<file path="config.mk">
export PLATFORM = sky130hd
export DESIGN_NAME = pgw_glue
export DESIGN_NICKNAME = d
export VERILOG_FILES = /design/src/common/pgw_pkg.sv /design/src/verilog/pgw_glue.sv /design/src/verilog/pgw_quad_swap.sv
export SDC_FILE = /design/constraint.sdc
export NUM_CORES = 1
export LEC_CHECK = 0
export BUFFER_PORTS_ARGS = -buffer_cell sky130_fd_sc_hd__buf_2
export CAP_MARGIN = 20
export CORE_AREA = 4 4 200 202
export DETAILED_ROUTE_END_ITERATION = 12
export DIE_AREA = 0 0 204 206
export SYNTH_ARGS = -nofsm -noshare
export SYNTH_HDL_FRONTEND = slang
export SYNTH_SLANG_ARGS = --single-unit
</file>
<file path="constraint.sdc">
create_clock -name clock_i -period 2.5 [get_ports clock_i]
set_input_delay 0 -clock clock_i [delete_from_list [all_inputs] [get_ports clock_i]]
set_output_delay 0 -clock clock_i [all_outputs]
set_load 0.01 [all_outputs]
</file>
<file path="src/common/pgw_pkg.sv">
/*
 * pgw_pkg: constants for the PCI register-window glue (config offsets,
 * field positions, reset values, widths).
 * Assumes: config offsets are byte addresses of dword-aligned registers.
 */
package pgw_pkg;
    // config space byte offsets
    localparam logic [7:0]  CFG_CMD_OFS  = 8'h04;
    localparam logic [7:0]  CFG_BAR0_OFS = 8'h10;
    localparam logic [7:0]  CFG_BAR1_OFS = 8'h14;
    localparam logic [7:0]  CFG_SWAP_OFS = 8'h40;
    // command register fields
    localparam int          CMD_W        = 8;
    localparam int          CMD_MEM_BIT  = 1;
    localparam int          CMD_MAST_BIT = 2;
    localparam int          CMD_PER_BIT  = 6;
    localparam logic [7:0]  CMD_RST      = 8'h00;
    // window base register fields
    localparam int          BAR_IND_BIT  = 0;
    localparam int          BAR_TYPE_LSB = 1;
    localparam int          BAR_PF_BIT   = 3;
    localparam int          BAR_PTR_LSB  = 12;
    localparam int          BAR_PTR_W    = 20;
    localparam logic [1:0]  BAR_TYPE_32  = 2'h0;
    localparam logic [19:0] BAR_PTR_RST  = 20'h00000;
    // operational window: 2 KB inside a 4 KB slot
    localparam int          WIN_AW       = 11;
    // swap control register
    localparam int          SWAP_BIT     = 0;
    localparam logic        SWAP_RST     = 1'b0;
    // error tagging
    localparam int          CTX_W        = 5;
    localparam logic [4:0]  CTX_TARGET   = 5'h1f;
    // autoload states
    typedef enum logic [1:0] {
        PGW_LD_IDLE,
        PGW_LD_FETCH,
        PGW_LD_WAIT,
        PGW_LD_DONE
    } pgw_ld_state_t;
endpackage

</file>
<file path="src/verilog/pgw_glue.sv">
/*
 * pgw_glue: PCI-side glue of the serial-bus host controller: config
 * registers, 2 KB operational window decode, quadlet swap, parity and
 * bus-error funnel, DMA kill and expansion ROM autoload of the image.
 * Assumes: PCI protocol phases are decoded outside; requests arrive as
 * single-cycle strobes synchronous to clock_i.
 */
`timescale 1ns/1ps
module pgw_glue #(
    parameter bit          SWAP_EN    = 1'b1,
    parameter bit          VBAR_EN    = 1'b0,
    parameter int          VBAR_LSB   = 12,
    parameter int          ROM_AW     = 16,
    parameter logic [15:0] IMG_BASE   = 16'h0000,
    parameter logic [15:0] IMG_WORDS  = 16'h0100
) (
    input  wire logic                      clock_i,
    input  wire logic                      rst_n_i,
    input  wire logic                      ce_i,
    input  wire logic                      cfg_req_i,
    input  wire logic                      cfg_we_i,
    input  wire logic [7:0]                cfg_ofs_i,
    input  wire logic [3:0]                cfg_be_i,
    input  wire logic [31:0]               cfg_wdata_i,
    output logic                           cfg_ack_o,
    output logic      [31:0]               cfg_rdata_o,
    input  wire logic                      tgt_req_i,
    input  wire logic                      tgt_we_i,
    input  wire logic [31:0]               tgt_addr_i,
    input  wire logic [3:0]                tgt_be_i,
    input  wire logic [31:0]               tgt_wdata_i,
    input  wire logic                      tgt_par_i,
    output logic                           tgt_ack_o,
    output logic                           tgt_miss_o,
    output logic      [31:0]               tgt_rdata_o,
    output logic                           reg_wr_o,
    output logic                           reg_rd_o,
    output logic      [pgw_pkg::WIN_AW-1:0] reg_addr_o,
    output logic      [3:0]                reg_be_o,
    output logic      [31:0]               reg_wdata_o,
    input  wire logic                      reg_rvalid_i,
    input  wire logic [31:0]               reg_rdata_i,
    input  wire logic [31:0]               dma_wdata_i,
    output logic      [31:0]               dma_wdata_o,
    input  wire logic                      dma_rvalid_i,
    input  wire logic [31:0]               dma_rdata_i,
    input  wire logic [3:0]                dma_rbe_i,
    input  wire logic                      dma_rpar_i,
    input  wire logic [pgw_pkg::CTX_W-1:0] dma_rctx_i,
    input  wire logic                      dma_abort_i,
    input  wire logic [pgw_pkg::CTX_W-1:0] dma_actx_i,
    output logic                           op_rvalid_o,
    output logic      [31:0]               op_rdata_o,
    output logic                           perr_n_o,
    output logic                           err_o,
    output logic      [pgw_pkg::CTX_W-1:0] err_ctx_o,
    output logic                           dma_kill_o,
    output logic                           bus_master_enable_o,
    output logic                           rom_rd_o,
    output logic      [ROM_AW-1:0]         rom_addr_o,
    input  wire logic                      rom_valid_i,
    input  wire logic [31:0]               rom_data_i,
    output logic                           load_valid_o,
    output logic      [15:0]               load_addr_o,
    output logic      [31:0]               load_data_o,
    output logic                           load_done_o
);
    logic [pgw_pkg::CMD_W-1:0]     cmd_ff;
    logic [pgw_pkg::BAR_PTR_W-1:0] bar_ptr_ff;
    logic [31:VBAR_LSB]            vbar_ff;
    logic                          swap_ff;
    logic                          rd_pend_ff;
    logic                          tpar_pend_ff;
    logic                          mast_q_ff;
    logic                          rom_busy_ff;
    logic [15:0]                   ld_cnt_ff;
    pgw_pkg::pgw_ld_state_t        ld_st_ff;
    pgw_pkg::pgw_ld_state_t        nxt_ld_st;
    logic [31:0]                   bemask;
    logic [31:0]                   bar_rd;
    logic [31:0]                   vbar_rd;
    logic [31:0]                   cfg_rd;
    logic                          win_hit;
    logic                          tpar_bad;
    logic                          dpar_bad;
    logic [31:0]                   sw_tgt_w;
    logic [31:0]                   sw_reg_r;
    logic [31:0]                   sw_dma_w;
    logic [31:0]                   sw_dma_r;
    logic                          swap_on;

    assign swap_on = swap_ff & SWAP_EN;
    assign bemask  = {{8{cfg_be_i[3]}}, {8{cfg_be_i[2]}},
                      {8{cfg_be_i[1]}}, {8{cfg_be_i[0]}}};

    // constant fields are wired, not stored, so no write can reach them
    assign bar_rd = {bar_ptr_ff, 8'h00, 1'b0,
                     pgw_pkg::BAR_TYPE_32, 1'b0};
    assign vbar_rd = VBAR_EN ? {vbar_ff, {VBAR_LSB{1'b0}}} : 32'h00000000;

    always_comb begin
        unique case (cfg_ofs_i)
            pgw_pkg::CFG_CMD_OFS:  cfg_rd = {24'h000000, cmd_ff};
            pgw_pkg::CFG_BAR0_OFS: cfg_rd = bar_rd;
            pgw_pkg::CFG_BAR1_OFS: cfg_rd = vbar_rd;
            pgw_pkg::CFG_SWAP_OFS: cfg_rd = {31'h00000000, swap_on};
            default:               cfg_rd = 32'h00000000;
        endcase
    end

    // config reads bypass the swappers entirely
    always_ff @(posedge clock_i or negedge rst_n_i) begin
        if (!rst_n_i) begin
            cfg_ack_o   <= 1'b0;
            cfg_rdata_o <= 32'h00000000;
        end else if (ce_i) begin
            cfg_ack_o <= cfg_req_i;
            if (cfg_req_i && !cfg_we_i) begin
                cfg_rdata_o <= cfg_rd;
            end
        end
    end

    always_ff @(posedge clock_i or negedge rst_n_i) begin
        if (!rst_n_i) begin
            cmd_ff     <= pgw_pkg::CMD_RST;
            bar_ptr_ff <= pgw_pkg::BAR_PTR_RST;
            vbar_ff    <= '0;
            swap_ff    <= pgw_pkg::SWAP_RST;
        end else if (ce_i && cfg_req_i && cfg_we_i) begin
            unique case (cfg_ofs_i)
                pgw_pkg::CFG_CMD_OFS: begin
                    cmd_ff <= (cmd_ff & ~bemask[7:0]) | (cfg_wdata_i[7:0] & bemask[7:0]);
                end
                pgw_pkg::CFG_BAR0_OFS: begin
                    bar_ptr_ff <= (bar_ptr_ff & ~bemask[31:12])
                                | (cfg_wdata_i[31:12] & bemask[31:12]);
                end
                pgw_pkg::CFG_BAR1_OFS: begin
                    vbar_ff <= (vbar_ff & ~bemask[31:VBAR_LSB])
                             | (cfg_wdata_i[31:VBAR_LSB] & bemask[31:VBAR_LSB]);
                end
                pgw_pkg::CFG_SWAP_OFS: begin
                    if (cfg_be_i[0]) begin
                        swap_ff <= cfg_wdata_i[pgw_pkg::SWAP_BIT] & SWAP_EN;
                    end
                end
                default: begin
                end
            endcase
        end
    end

    // window decode: bit 11 must be zero, upper half of the 4 KB slot is dead
    assign win_hit = cmd_ff[pgw_pkg::CMD_MEM_BIT]
                   && tgt_addr_i[31:12] == bar_ptr_ff
                   && !tgt_addr_i[pgw_pkg::WIN_AW];

    pgw_quad_swap #(.W(32)) u_sw_tgt_w (
        .en_i   (swap_on),
        .data_i (tgt_wdata_i),
        .data_o (sw_tgt_w)
    );
    pgw_quad_swap #(.W(32)) u_sw_reg_r (
        .en_i   (swap_on),
        .data_i (reg_rdata_i),
        .data_o (sw_reg_r)
    );
    pgw_quad_swap #(.W(32)) u_sw_dma_w (
        .en_i   (swap_on),
        .data_i (dma_wdata_i),
        .data_o (sw_dma_w)
    );
    pgw_quad_swap #(.W(32)) u_sw_dma_r (
        .en_i   (swap_on),
        .data_i (dma_rdata_i),
        .data_o (sw_dma_r)
    );

    // one target access at a time; requests during a read are dropped
    always_ff @(posedge clock_i or negedge rst_n_i) begin
        if (!rst_n_i) begin
            rd_pend_ff  <= 1'b0;
            tgt_ack_o   <= 1'b0;
            tgt_miss_o  <= 1'b0;
            tgt_rdata_o <= 32'h00000000;
            reg_wr_o    <= 1'b0;
            reg_rd_o    <= 1'b0;
            reg_addr_o  <= '0;
            reg_be_o    <= 4'h0;
            reg_wdata_o <= 32'h00000000;
        end else if (ce_i) begin
            reg_wr_o   <= 1'b0;
            reg_rd_o   <= 1'b0;
            tgt_ack_o  <= 1'b0;
            tgt_miss_o <= 1'b0;
            if (rd_pend_ff) begin
                if (reg_rvalid_i) begin
                    rd_pend_ff  <= 1'b0;
                    tgt_ack_o   <= 1'b1;
                    tgt_rdata_o <= sw_reg_r;
                end
            end else if (tgt_req_i) begin
                if (win_hit) begin
                    reg_addr_o  <= tgt_addr_i[pgw_pkg::WIN_AW-1:0];
                    reg_be_o    <= swap_on ? {tgt_be_i[0], tgt_be_i[1],
                                              tgt_be_i[2], tgt_be_i[3]} : tgt_be_i;
                    reg_wdata_o <= sw_tgt_w;
                    reg_wr_o    <= tgt_we_i;
                    reg_rd_o    <= !tgt_we_i;
                    rd_pend_ff  <= !tgt_we_i;
                    tgt_ack_o   <= tgt_we_i;
                end else begin
                    tgt_miss_o <= 1'b1;
                end
            end
        end
    end

    always_ff @(posedge clock_i or negedge rst_n_i) begin
        if (!rst_n_i) begin
            dma_wdata_o <= 32'h00000000;
            op_rvalid_o <= 1'b0;
            op_rdata_o  <= 32'h00000000;
        end else if (ce_i) begin
            dma_wdata_o <= sw_dma_w;
            op_rvalid_o <= dma_rvalid_i;
            if (dma_rvalid_i) begin
                op_rdata_o <= sw_dma_r;
            end
        end
    end

    // even parity over data, byte enables and par
    assign tpar_bad = tgt_req_i && !rd_pend_ff && win_hit && tgt_we_i
                    && ^{tgt_wdata_i, tgt_be_i, tgt_par_i};
    assign dpar_bad = dma_rvalid_i && ^{dma_rdata_i, dma_rbe_i, dma_rpar_i};

    always_ff @(posedge clock_i or negedge rst_n_i) begin
        if (!rst_n_i) begin
            perr_n_o <= 1'b1;
        end else if (ce_i) begin
            perr_n_o <= !((tpar_bad || dpar_bad)
                        && cmd_ff[pgw_pkg::CMD_PER_BIT]);
        end
    end

    // master errors win the cycle; a target parity error waits until a cycle with no master error
    always_ff @(posedge clock_i or negedge rst_n_i) begin
        if (!rst_n_i) begin
            err_o        <= 1'b0;
            err_ctx_o    <= '0;
            tpar_pend_ff <= 1'b0;
        end else if (ce_i) begin
            if (dma_abort_i) begin
                err_o     <= 1'b1;
                err_ctx_o <= dma_actx_i;
            end else if (dpar_bad) begin
                err_o     <= 1'b1;
                err_ctx_o <= dma_rctx_i;
            end else if (tpar_pend_ff || tpar_bad) begin
                err_o     <= 1'b1;
                err_ctx_o <= pgw_pkg::CTX_TARGET;
            end else begin
                err_o <= 1'b0;
            end
            if (tpar_bad) begin
                tpar_pend_ff <= dma_abort_i || dpar_bad || tpar_pend_ff;
            end else if (!dma_abort_i && !dpar_bad) begin
                tpar_pend_ff <= 1'b0;
            end
        end
    end

    always_ff @(posedge clock_i or negedge rst_n_i) begin
        if (!rst_n_i) begin
            mast_q_ff           <= 1'b0;
            bus_master_enable_o <= 1'b0;
            dma_kill_o          <= 1'b0;
        end else if (ce_i) begin
            mast_q_ff           <= cmd_ff[pgw_pkg::CMD_MAST_BIT];
            bus_master_enable_o <= cmd_ff[pgw_pkg::CMD_MAST_BIT];
            dma_kill_o          <= mast_q_ff && !cmd_ff[pgw_pkg::CMD_MAST_BIT];
        end
    end

    // autoload: read-only ROM port, no software path to start or steer it
    always_comb begin
        nxt_ld_st = ld_st_ff;
        unique case (ld_st_ff)
            pgw_pkg::PGW_LD_IDLE:  nxt_ld_st = pgw_pkg::PGW_LD_FETCH;
            pgw_pkg::PGW_LD_FETCH: nxt_ld_st = pgw_pkg::PGW_LD_WAIT;
            pgw_pkg::PGW_LD_WAIT: begin
                if (rom_valid_i) begin
                    nxt_ld_st = (ld_cnt_ff == IMG_WORDS - 16'h0001)
                              ? pgw_pkg::PGW_LD_DONE : pgw_pkg::PGW_LD_FETCH;
                end
            end
            pgw_pkg::PGW_LD_DONE:  nxt_ld_st = pgw_pkg::PGW_LD_DONE;
        endcase
    end

    always_ff @(posedge clock_i or negedge rst_n_i) begin
        if (!rst_n_i) begin
            ld_st_ff     <= pgw_pkg::PGW_LD_IDLE;
            ld_cnt_ff    <= 16'h0000;
            rom_busy_ff  <= 1'b0;
            rom_rd_o     <= 1'b0;
            rom_addr_o   <= '0;
            load_valid_o <= 1'b0;
            load_addr_o  <= 16'h0000;
            load_data_o  <= 32'h00000000;
            load_done_o  <= 1'b0;
        end else if (ce_i) begin
            ld_st_ff     <= nxt_ld_st;
            rom_rd_o     <= 1'b0;
            load_valid_o <= 1'b0;
            if (ld_st_ff == pgw_pkg::PGW_LD_FETCH) begin
                rom_rd_o    <= 1'b1;
                rom_busy_ff <= 1'b1;
                rom_addr_o  <= ROM_AW'(IMG_BASE + ld_cnt_ff);
            end
            if (ld_st_ff == pgw_pkg::PGW_LD_WAIT && rom_valid_i) begin
                rom_busy_ff  <= 1'b0;
                load_valid_o <= 1'b1;
                load_addr_o  <= ld_cnt_ff;
                load_data_o  <= rom_data_i;
                ld_cnt_ff    <= ld_cnt_ff + 16'h0001;
            end
            load_done_o <= (nxt_ld_st == pgw_pkg::PGW_LD_DONE);
        end
    end

    a_bar_const_bits: assert property (@(posedge clock_i) disable iff (!rst_n_i)
        cfg_ack_o && $past(cfg_ofs_i) == pgw_pkg::CFG_BAR0_OFS && !$past(cfg_we_i)
        && $past(ce_i) |-> cfg_rdata_o[11:0] == 12'h000)
        else $error("window base low bits not zero");

    a_swap_reserved: assert property (@(posedge clock_i) disable iff (!rst_n_i)
        cfg_ack_o && $past(cfg_ofs_i) == pgw_pkg::CFG_SWAP_OFS && !$past(cfg_we_i)
        && $past(ce_i) |-> cfg_rdata_o[31:1] == 31'h00000000)
        else $error("swap reserved bits not zero");

    a_win_decode: assert property (@(posedge clock_i) disable iff (!rst_n_i)
        ce_i && tgt_req_i && !rd_pend_ff && tgt_addr_i[pgw_pkg::WIN_AW]
        |=> !reg_wr_o && !reg_rd_o && tgt_miss_o)
        else $error("access above 2 KB reached registers");

    a_tgt_swap: assert property (@(posedge clock_i) disable iff (!rst_n_i)
        ce_i && tgt_req_i && !rd_pend_ff && win_hit && tgt_we_i && swap_on
        |=> reg_wr_o && reg_wdata_o[7:0] == $past(tgt_wdata_i[31:24]))
        else $error("write quadlet not byte swapped");

    a_perr_drive: assert property (@(posedge clock_i) disable iff (!rst_n_i)
        ce_i && dpar_bad && cmd_ff[pgw_pkg::CMD_PER_BIT] |=> !perr_n_o)
        else $error("bad parity did not drive perr");

    a_perr_quiet: assert property (@(posedge clock_i) disable iff (!rst_n_i)
        ce_i && !cmd_ff[pgw_pkg::CMD_PER_BIT] |=> perr_n_o)
        else $error("perr driven with response disabled");

    a_err_ctx: assert property (@(posedge clock_i) disable iff (!rst_n_i)
        ce_i && dma_abort_i |=> err_o && err_ctx_o == $past(dma_actx_i))
        else $error("abort not reported with its context");

    a_err_pending: assert property (@(posedge clock_i) disable iff (!rst_n_i)
        ce_i && tpar_bad && dma_abort_i ##1 ce_i && !dma_abort_i && !dpar_bad
        |=> err_o && err_ctx_o == pgw_pkg::CTX_TARGET)
        else $error("target parity error lost");

    a_dma_kill: assert property (@(posedge clock_i) disable iff (!rst_n_i)
        ce_i && $fell(cmd_ff[pgw_pkg::CMD_MAST_BIT]) |=> dma_kill_o)
        else $error("bus master drop did not kill dma");

    a_rom_ack: assert property (@(posedge clock_i) disable iff (!rst_n_i)
        ce_i && ld_st_ff == pgw_pkg::PGW_LD_WAIT && rom_valid_i
        |=> load_valid_o && load_data_o == $past(rom_data_i))
        else $error("rom word not delivered unswapped");
endmodule // pgw_glue

</file>
<file path="src/verilog/pgw_quad_swap.sv">
/*
 * pgw_quad_swap: reverses byte order of a quadlet when enabled.
 * Assumes: W is a multiple of 8; purely combinational, caller registers.
 */
`timescale 1ns/1ps
module pgw_quad_swap #(
    parameter int W = 32
) (
    input  wire logic         en_i,
    input  wire logic [W-1:0] data_i,
    output logic      [W-1:0] data_o
);
    logic [W-1:0] rev;

    always_comb begin
        for (int b = 0; b < W / 8; b++) begin
            rev[8*b +: 8] = data_i[W-8-8*b +: 8];
        end
    end

    assign data_o = en_i ? rev : data_i;
endmodule // pgw_quad_swap

</file>
==> results of run 1 <==
placed cells by master, fill, tap and decap left out, types with 4 or more instances in the layout:
cell type and instances:
o21ai_0 81, dlygate4sd3_1 301, xnor2_1 71, nand2_1 230, mux2i_1 132, buf_4 30
buf_2 514, xnor3_1 5, xor2_1 23, nor2_1 81, nand3_1 10, conb_1 4
diode_2 5, buf_12 7, clkinv_2 6, clkbuf_16 36, inv_1 10, a21oi_1 66
nand4_1 11, mux2_2 62, a22o_1 29, clkbuf_8 10, nor2b_1 4, dfrtp_1 300
report_power, final:
group | internal [mW] | leakage, nW | switching [mW]
Combinational | 1.45 | 5.80 | 1.53
Clock | 3.26 | 0.605 | 2.08
Sequential | 5.40 | 3.94 | 0.330
cell type report:
class / count / area, µm²
fillers: 3238 / 17200
flip-flops and latches: 302 / 7560
repair buffers: 853 / 5970
multi-input cells: 852 / 5670
clock buffers: 49 / 1050
well taps: 518 / 648
clock inverters: 15 / 178
inverters: 11 / 41.3
diodes: 5 / 12.5
cells by family (layout without fill, tap and decap cells):
group	after synthesis	after routing	synth area share, %
xor+xnor	101	101	7.07
other cells	1	9	0.0278
mux	195	195	15.1
compound gates	188	188	8.14
buf+inv	85	928	2.48
fa+ha+maj	1	1	0.0927
flops	302	302	56.0
simple gates	363	363	11.0
worst max-delay path: stages:
cell and delay [ps]:
dlygate4sd3_1 550, buf_2 160, xor2_1 170, xnor2_1 340, xnor2_1 170, xnor3_1 270
xnor2_2 210, nor2_1 60, buf_4 140, o31ai_4 390, mux2_2 380
flip-flops by register name (all words and copies together), names as in the netlist, 2 cells and up, named ones only:
| signal | cells |
|---|---|
| ld_st_ff | 2 |
| tgt_rdata_o | 32 |
| cfg_rdata_o | 28 |
| ld_cnt_ff | 16 |
| reg_addr_o | 11 |
| dma_wdata_o | 32 |
| reg_be_o | 4 |
| op_rdata_o | 32 |
| load_addr_o | 16 |
| err_ctx_o | 5 |
| reg_wdata_o | 32 |
| load_data_o | 32 |
| rom_addr_o | 16 |
routing by layer:
metal | up-vias | GRT usage (%)
met3 | 113 | 5.60
met5 | - | 0
li1 | 5845 | -
met2 | 463 | 36.5
met4 | 0 | 8.73
met1 | 5958 | 25.2
cells in the mapped netlist (all sizes together), types with 2 or more instances:
library cell	number	area (µm²)
dfrtp	301	7530
clkbuf	54	203
nand4	11	68.8
nand4b	2	17.5
nor3	3	15.0
nor2	82	308
mux2i	133	1340
xnor2	73	639
inv	10	37.5
nand3	12	60.1
a22o	29	254
buf	20	90.1
o2bb2ai	3	26.3
o21ai	81	405
or2	2	12.5
a21oi	66	330
xnor3	5	113
nor2b	4	25.0
a21o	2	15.0
nand2b	2	12.5
xor2	23	201
nand2	231	870
and3	3	18.8
mux2	62	698
nor4	4	25.0
nand3b	3	22.5
how the worst max path moves through the flow:
| stage | to | depth (start not counted) | slack (ps) | start |
|---|---|---|---|---|
| 6_report | err_ctx_o[4] | 11 | 40 | tgt_wdata_i[1] |
| 4_1_cts | err_ctx_o[4] | 11 | 0.6 | register |
| 5_1_grt | reg_wdata_o[17] | 11 | -80 | register |
| 3_5_place_dp | err_ctx_o[4] | 11 | -110 | tgt_wdata_i[15] |
| 3_3_place_gp | err_ctx_o[2] | 11 | -70 | tgt_wdata_i[15] |
| 2_1_floorplan | reg_be_o[0] | 9 | 280 | register |
stage by stage:
step	hold slack (ps)	utilization, %	setup WS, ps	std cells	setup TNS (ps)
after global routing	81.5	55.2	-79.1	2602	-794
after floorplan	-296	-	285	1239	0
after detailed placement	-32.7	44.0	-112	2234	-527
after global placement	-36.0	44.0	-73.0	2234	-362
final	56.7	55.2	37.5	2605	0
after CTS	25.9	55.1	0.567	2599	0
what timing repair did:
action                                  in CTS  in global routing
resized for setup                            0                  4
buffers inserted                             0                  2
hold buffers                               301                  0
endpoints found under the setup margin       0                  5
endpoints found under the hold margin      524                  0
==> results.yml, run 1 <==
run_status:
  status: "finished, final reports clean"
worst_setup_path:
  critical_path_class: "in2reg"
  worst_setup_path_start_kind: "input port"
  r2r_slack_ps: 120
  ff2ff_path_depth: 10
  cp.arrival_ps: 2850
  required_ps: 2890
  worst_setup_path_end_kind: "register"
  reg2reg_to: "reg_wdata_o[21]"
  critPathMaxFanout: 6
floorplanning:
  pin_count: 524
  rows: 72
  die_h_um: 206
  core_area_um2: 38300
  die_x_um: 204
  initial_core_util_pct: 35.2
  die_area_um2: 42000
synthesis:
  ys_types: 44
  netlist_area_um2: 13500
  synth-edff-count: 0
  ys.warnings.count: 0
  synthCells: 1236
  ys_seq_area_share_pct: 56.0
  async_reset_ff_share_pct: 100
  synth_seq_cells: 302
  synth_flop_cell: "dfrtp_1"
  postSynthAreaPerCell_um2: 10.9
clock_network:
  root_buffer: "clkbuf_16"
  clock_latency_ps: 520
  cts_buffers: 35
  cts_buffer_depth: 3
  path_clk_slew_ps: 60
  cts_sinks: 302
  cts_tree: "yes"
  cts-htree-levels: 2
timing:
  finalHoldViolations: 0
  setup_viol: 0
  min_period_over_period_pct: 98.5
  rsz0062_at_grt: "yes"
  final_max_slew_viol_count: 0
  slew_headroom_pct: 55.7
  fmax_mhz: 406
  worst_pin_slew_ps: 665
  skew_ps: 17.1
  fin_crit_ps: 2460
global_routing:
  groute.usage.overall_pct: 21.2
  antenna_found_initial: 5
  grt_pass1_wl_um: 71600
  grt_max_degree: 90
  overflow: 0
  grt_pass1_vias: 13200
flow_run:
  max-cap-violations: 0
routing:
  routedLengthMet1_um: 18100
  drt-total-wl_um: 46400
  wl_met3_um: 3370
  via_count: 12400
  wire_per_inst_um: 17.8
  drc: 0
  ant_nets: 0
  routed_via_density: 4.75
  routed.top_layer: "met4"
  drtPass1Iterations: 4
  drtIter0Drc: 555
  wl_met2_um: 22900
power_and_ir_drop:
  powerDensity_nw_per_um2: 665
  p_leak_nw: 10.3
  power_mw: 14.1
  ir_worst_vdd_mv: 0.430
cells_and_area:
  design_area_um2: 21100
  area_growth_pct: 56.6
  nNetsFinal: 2323
  drive_gt1_share_pct: 33.2
placed_design:
  gp_congestion: 0.877
  placed_area_um2: 16800
  place.port_buffers: 515
  dpl.hpwl_um: 31500
worst_hold_path:
  hold_path_depth: 5
  whs_endpoint: "cfg_rdata_o[0]"
  hold_class: "in2reg"
  hp-start: "cfg_ofs_i[3]"
Power figures use the tool's default switching activity.
==> inputs of run 2 (changes only) <==
--- a/config.mk
+++ b/config.mk
@@ -10,6 +10,8 @@
 export CORE_AREA = 4 4 200 202
 export DETAILED_ROUTE_END_ITERATION = 12
 export DIE_AREA = 0 0 204 206
+export RECOVER_POWER = 50
+export REMOVE_ABC_BUFFERS = 1
 export SYNTH_ARGS = -nofsm -noshare
 export SYNTH_HDL_FRONTEND = slang
 export SYNTH_SLANG_ARGS = --single-unit
==> results.yml, run 2 (same netlist as run 1, synthesis figures left out) <==
placed_design:
  numPlacedInstances: 2237
  dpl.hpwl_um: 30800
  gp_congestion: 0.808
  place.port_buffers: 515
routing:
  routed_via_density: 4.73
  ant_nets: 0
  drc: 0
  drt-total-wl_um: 45000
  drtPass1Iterations: 5
  via_count: 12300
  wire_per_inst_um: 17.4
  drtIter0Drc: 644
floorplanning:
  core_area_um2: 38300
  pin_count: 524
  die_area_um2: 42000
  die_x_um: 204
  rows: 72
  initial_core_util_pct: 35.2
  die_h_um: 206
timing:
  final_max_slew_viol_count: 58
  finalHoldViolations: 0
  fmax_mhz: 405
  worst_pin_slew_ps: 1690
  skew_ps: 17.6
  slew_headroom_pct: -12.5
  setup_viol: 0
  min_period_over_period_pct: 98.6
  rsz0062_at_grt: "yes"
  fin_crit_ps: 2470
worst_setup_path:
  critical_path_class: "in2reg"
  worst_setup_path_start_kind: "input port"
  critPathMaxFanout: 3
  ff2ff_path_depth: 11
  worst_setup_path_end_kind: "register"
  cp.arrival_ps: 2860
  r2r_slack_ps: 90
  required_ps: 2900
global_routing:
  antenna_found_initial: 1
  grt_pass1_wl_um: 69800
  grt_max_degree: 66
  groute.usage.overall_pct: 20.6
  grt_pass1_vias: 13000
  overflow: 0
cells_and_area:
  fill_cells: 3256
  final_common_cell: "buf_2"
  drive_gt1_share_pct: 33.5
  final_cell_mix: "buf_2, dfrtp_1, dlygate4sd3_1"
  finish.utilization_pct: 54.9
  multi_input_area_um2: 5680
  regArea_um2: 7560
  nNetsFinal: 2318
  final_cells: 2593
  area_growth_pct: 55.9
clock_network:
  cts_buffers: 35
  clock_latency_ps: 520
  cts_buffer_depth: 3
  cts-htree-levels: 2
  cts_tree: "yes"
  root_buffer: "clkbuf_16"
  path_clk_slew_ps: 60
  cts_sinks: 302
worst_hold_path:
  hold_path_depth: 3
  hold_class: "in2reg"
power_and_ir_drop:
  powerDensity_nw_per_um2: 667
  p_leak_nw: 10.3
  ir_worst_vdd_mv: 0.569
  power_mw: 14.0
run_status:
  violations: "capacitance limit, slew limit"
  status: "finished with violations"
flow_run:
  max-cap-violations: 1
==> run 2: cell count changes in the layout (fill, tap and decap cells not counted), sizes merged <==
cell	delta
diode	-4
clkinv	-2
dlygate4sd3	-12
bufinv	+1
buf	+5
==> run 2: worst paths after layout <==
path,from,to
max in group asynchronous,rst_n_i,op_rdata_o[11]
worst min register to register,load_data_o[27],load_data_o[27]
worst max register to register,register,err_ctx_o[3]
min in group asynchronous,rst_n_i,cfg_rdata_o[27]
worst min-delay path,cfg_be_i[1],register
worst max-delay path,tgt_wdata_i[9],err_ctx_o[0]
==> run 2: layout make-up <==
cell class                 count  share of cell area [%]
antenna                        1                  0.0119
clock buffer                  47                    4.81
clock inverter                14                   0.904
inverter                      11                   0.196
multi-input combinational    852                    27.0
sequential                   302                    36.0
tap                          518                    3.08
timing repair buffer         848                    28.0
==> run 2: repair_timing <==
action                     4_1_cts  5_1_grt
hold buffers                   289        0
setup endpoints to repair        0       24
hold endpoints to repair       515        0
gates resized for setup          0       10
buffers inserted                 0        6
==> run 2: per-stage QoR <==
step	hold slack, ps	instance area (µm²)	setup TNS (ps)	worst slack, ps
after floorplan	-296	13200	-328190	-2390
after global placement	-13.2	16900	-360	-72.5
after detailed placement	-13.3	16900	-125	-31.2
after CTS	6.49	21000	0	17.0
after global routing	32.0	21000	-140	-34.4
final	27.7	21000	0	33.8
==> run 2: power by group <==
part / internal, mW / switching [mW] / total (mW)
Sequential: 5.40 / 0.317 / 5.72
Combinational: 1.49 / 1.50 / 2.99
Clock: 3.26 / 2.05 / 5.31
Total: 10.2 / 3.87 / 14.0
==> run 2: worst max-delay path, cell delays in order <==
cell and delay (ps):
dlygate4sd3_1 550, buf_2 150, xnor2_1 200, xnor2_1 120
xnor2_1 260, buf_4 180, xnor3_1 300, xnor2_1 140
buf_4 130, nor2_2 30, buf_6 110, o31ai_4 220
buf_4 160, mux2_2 310
==> run 2: metal layers <==
metal  routed length, µm  up-vias  global-route usage, %
met5                   0        -                      0
met4                1560        0                   7.01
met3                3170       97                   5.16
met2               22000      425                   35.8
met1               18200     5921                   25.1
li1                    -     5812                      -
==> inputs of run 3 (changes only) <==
--- a/config.mk
+++ b/config.mk
@@ -7,9 +7,9 @@
 export LEC_CHECK = 0
 export BUFFER_PORTS_ARGS = -buffer_cell sky130_fd_sc_hd__buf_2
 export CAP_MARGIN = 20
-export CORE_AREA = 4 4 200 202
+export CORE_AREA = 2 2 204 206
 export DETAILED_ROUTE_END_ITERATION = 12
-export DIE_AREA = 0 0 204 206
+export DIE_AREA = 0 0 206 208
 export RECOVER_POWER = 50
 export REMOVE_ABC_BUFFERS = 1
 export SYNTH_ARGS = -nofsm -noshare
==> results.yml, run 3 (same netlist as run 1, synthesis figures left out) <==
floorplanning:
  rows: 74
  die_h_um: 208
  initial_core_util_pct: 33.3
  pin_count: 524
  die_x_um: 206
  core_area_um2: 40600
  die_area_um2: 42800
worst_setup_path:
  worst_setup_path_end_kind: "register"
  critical_path_class: "in2reg"
  cp.arrival_ps: 2840
  crit_family: "XOR/XNOR gates"
  cp_slowest_stage_delay_ps: 530
  crit_chain: "dlygate4sd3_1 -> buf_2 -> xor2_2 -> xnor2_1 -> xnor2_1 -> buf_4 -> xnor3_1 -> xnor2_1 -> nor2_1 -> buf_4 -> o31ai_4 -> mux2_2"
  worst_setup_path_start_kind: "input port"
  critPathMaxFanout: 6
  crit_buf_inv: 4
  slowest_stage: "dlygate4sd3_1"
  required_ps: 2910
  crit_top_cell: "xnor2_1"
global_routing:
  groute.usage.overall_pct: 20.3
  grt_pass1_vias: 12900
  grt_max_degree: 82
  grt_pass1_wl_um: 69200
  overflow: 0
  antenna_found_initial: 4
routing:
  via_count: 12300
  drtPass1Iterations: 5
  ant_nets: 0
  drc: 0
  drtIter0Drc: 693
  routed_via_density: 4.72
  wire_per_inst_um: 17.1
  drt-total-wl_um: 44600
timing:
  final_max_slew_viol_count: 72
  min_period_over_period_pct: 97.4
  rsz0062_at_grt: "yes"
  setup_viol: 0
  worst_pin_slew_ps: 2100
  fmax_mhz: 411
  skew_ps: 15.0
  finalHoldViolations: 0
  fin_crit_ps: 2440
  slew_headroom_pct: -40.2
placed_design:
  placed_area_um2: 16900
  place.port_buffers: 515
  dpl.hpwl_um: 30300
  gp_congestion: 0.820
clock_network:
  cts_tree: "yes"
  cts_buffers: 35
  cts_buffer_depth: 3
  path_clk_slew_ps: 50
  cts_sinks: 302
  root_buffer: "clkbuf_16"
  cts-htree-levels: 2
  clock_latency_ps: 540
  cts_setup_buffers: 0
power_and_ir_drop:
  powerDensity_nw_per_um2: 655
  ir_worst_vdd_mv: 0.607
  p_leak_nw: 10.1
  power_mw: 13.7
worst_hold_path:
  hold_class: "in2reg"
flow_run:
  max-cap-violations: 1
cells_and_area:
  final_cell_mix: "buf_2, dfrtp_1, dlygate4sd3_1"
  nNetsFinal: 2320
  area_growth_pct: 54.9
  design_area_um2: 20900
  final_common_cell: "buf_2"
  drive_gt1_share_pct: 29.3
  finish.utilization_pct: 51.5
run_status:
  violations: "capacitance limit, slew limit"
  status: "finished with violations"
[run 3: cell types whose count changed in the layout (fill, tap and decap cells not counted), moves of 2 or more]
cell | previous run | this run
dlygate4sd3_1 | 289 | 300
buf_4 | 35 | 23
clkbuf_1 | 5 | 80
mux2_4 | 4 | 0
clkbuf_8 | 7 | 4
diode_2 | 1 | 3
nor2_1 | 80 | 82
buf_2 | 513 | 444
clkbuf_2 | 1 | 5
mux2_2 | 58 | 62
clkinv_2 | 6 | 4
[run 3: area by class of cell]
class / count / area (µm²)
antenna: 3 / 7.51
clock buffer: 50 / 993
clock inverter: 11 / 151
fill: 3615 / 19700
inverter: 11 / 41.3
multi-input combinational: 852 / 5660
sequential: 302 / 7560
tap: 532 / 666
timing repair buffer: 850 / 5820
[run 3: metal layers]
metal,vias to the layer above,part of all wire (%),GRT usage [%]
met3,119,7.9,5.65
met1,5873,40,23.8
met5,-,0.025,0
met4,2,4.4,10.1
li1,5837,-,-
met2,482,48,34.0
[run 3: power breakdown]
group          internal (mW)  switching (mW)
Clock                   3.09            2.03
Combinational           1.40            1.47
Sequential              5.40           0.308
[run 3: worst register-to-register path: stages (launching register included)]
cell	delay (ps)
dfrtp_4	890
buf_4	420
mux2i_1	230
dlygate4sd3_1	590
o21ai_0	80
[run 3: what timing repair did]
| action | CTS | global route |
|---|---|---|
| endpoints found under the hold margin | 418 | 0 |
| hold buffers | 300 | 0 |
| endpoints found under the setup margin | 5 | 11 |
| pin swaps | 3 | 2 |
| gates resized for setup | 0 | 3 |
[run 3: final timing paths]
check / cells after the start / startpoint / slack (ps) / end
worst max-delay path: 12 / tgt_wdata_i[29] / 60 / err_ctx_o[3]
worst min-delay path: 5 / cfg_ofs_i[3] / 50 / cfg_rdata_o[0]
worst max register to register: 4 / swap_ff / 150 / tgt_rdata_o[1]
worst min register to register: 2 / load_data_o[6] / 470 / load_data_o[6]
max in group asynchronous: 3 / rst_n_i / 380 / reg_wdata_o[8]
min in group asynchronous: 2 / rst_n_i / 630 / tgt_rdata_o[0]
[run 3: per-stage QoR]
step | setup TNS (ps) | setup slack [ps] | std cells | hold WS (ps)
2_1_floorplan | -328190 | -2390 | 1165 | -296
3_3_place_gp | 0 | 57.2 | 2247 | 32.6
3_5_place_dp | 0 | 3.91 | 2247 | 35.3
4_1_cts | 0 | 66.5 | 2608 | 4.18
5_1_grt | -323 | -78.3 | 2611 | 68.2
6_report | 0 | 64.1 | 2611 | 50.0
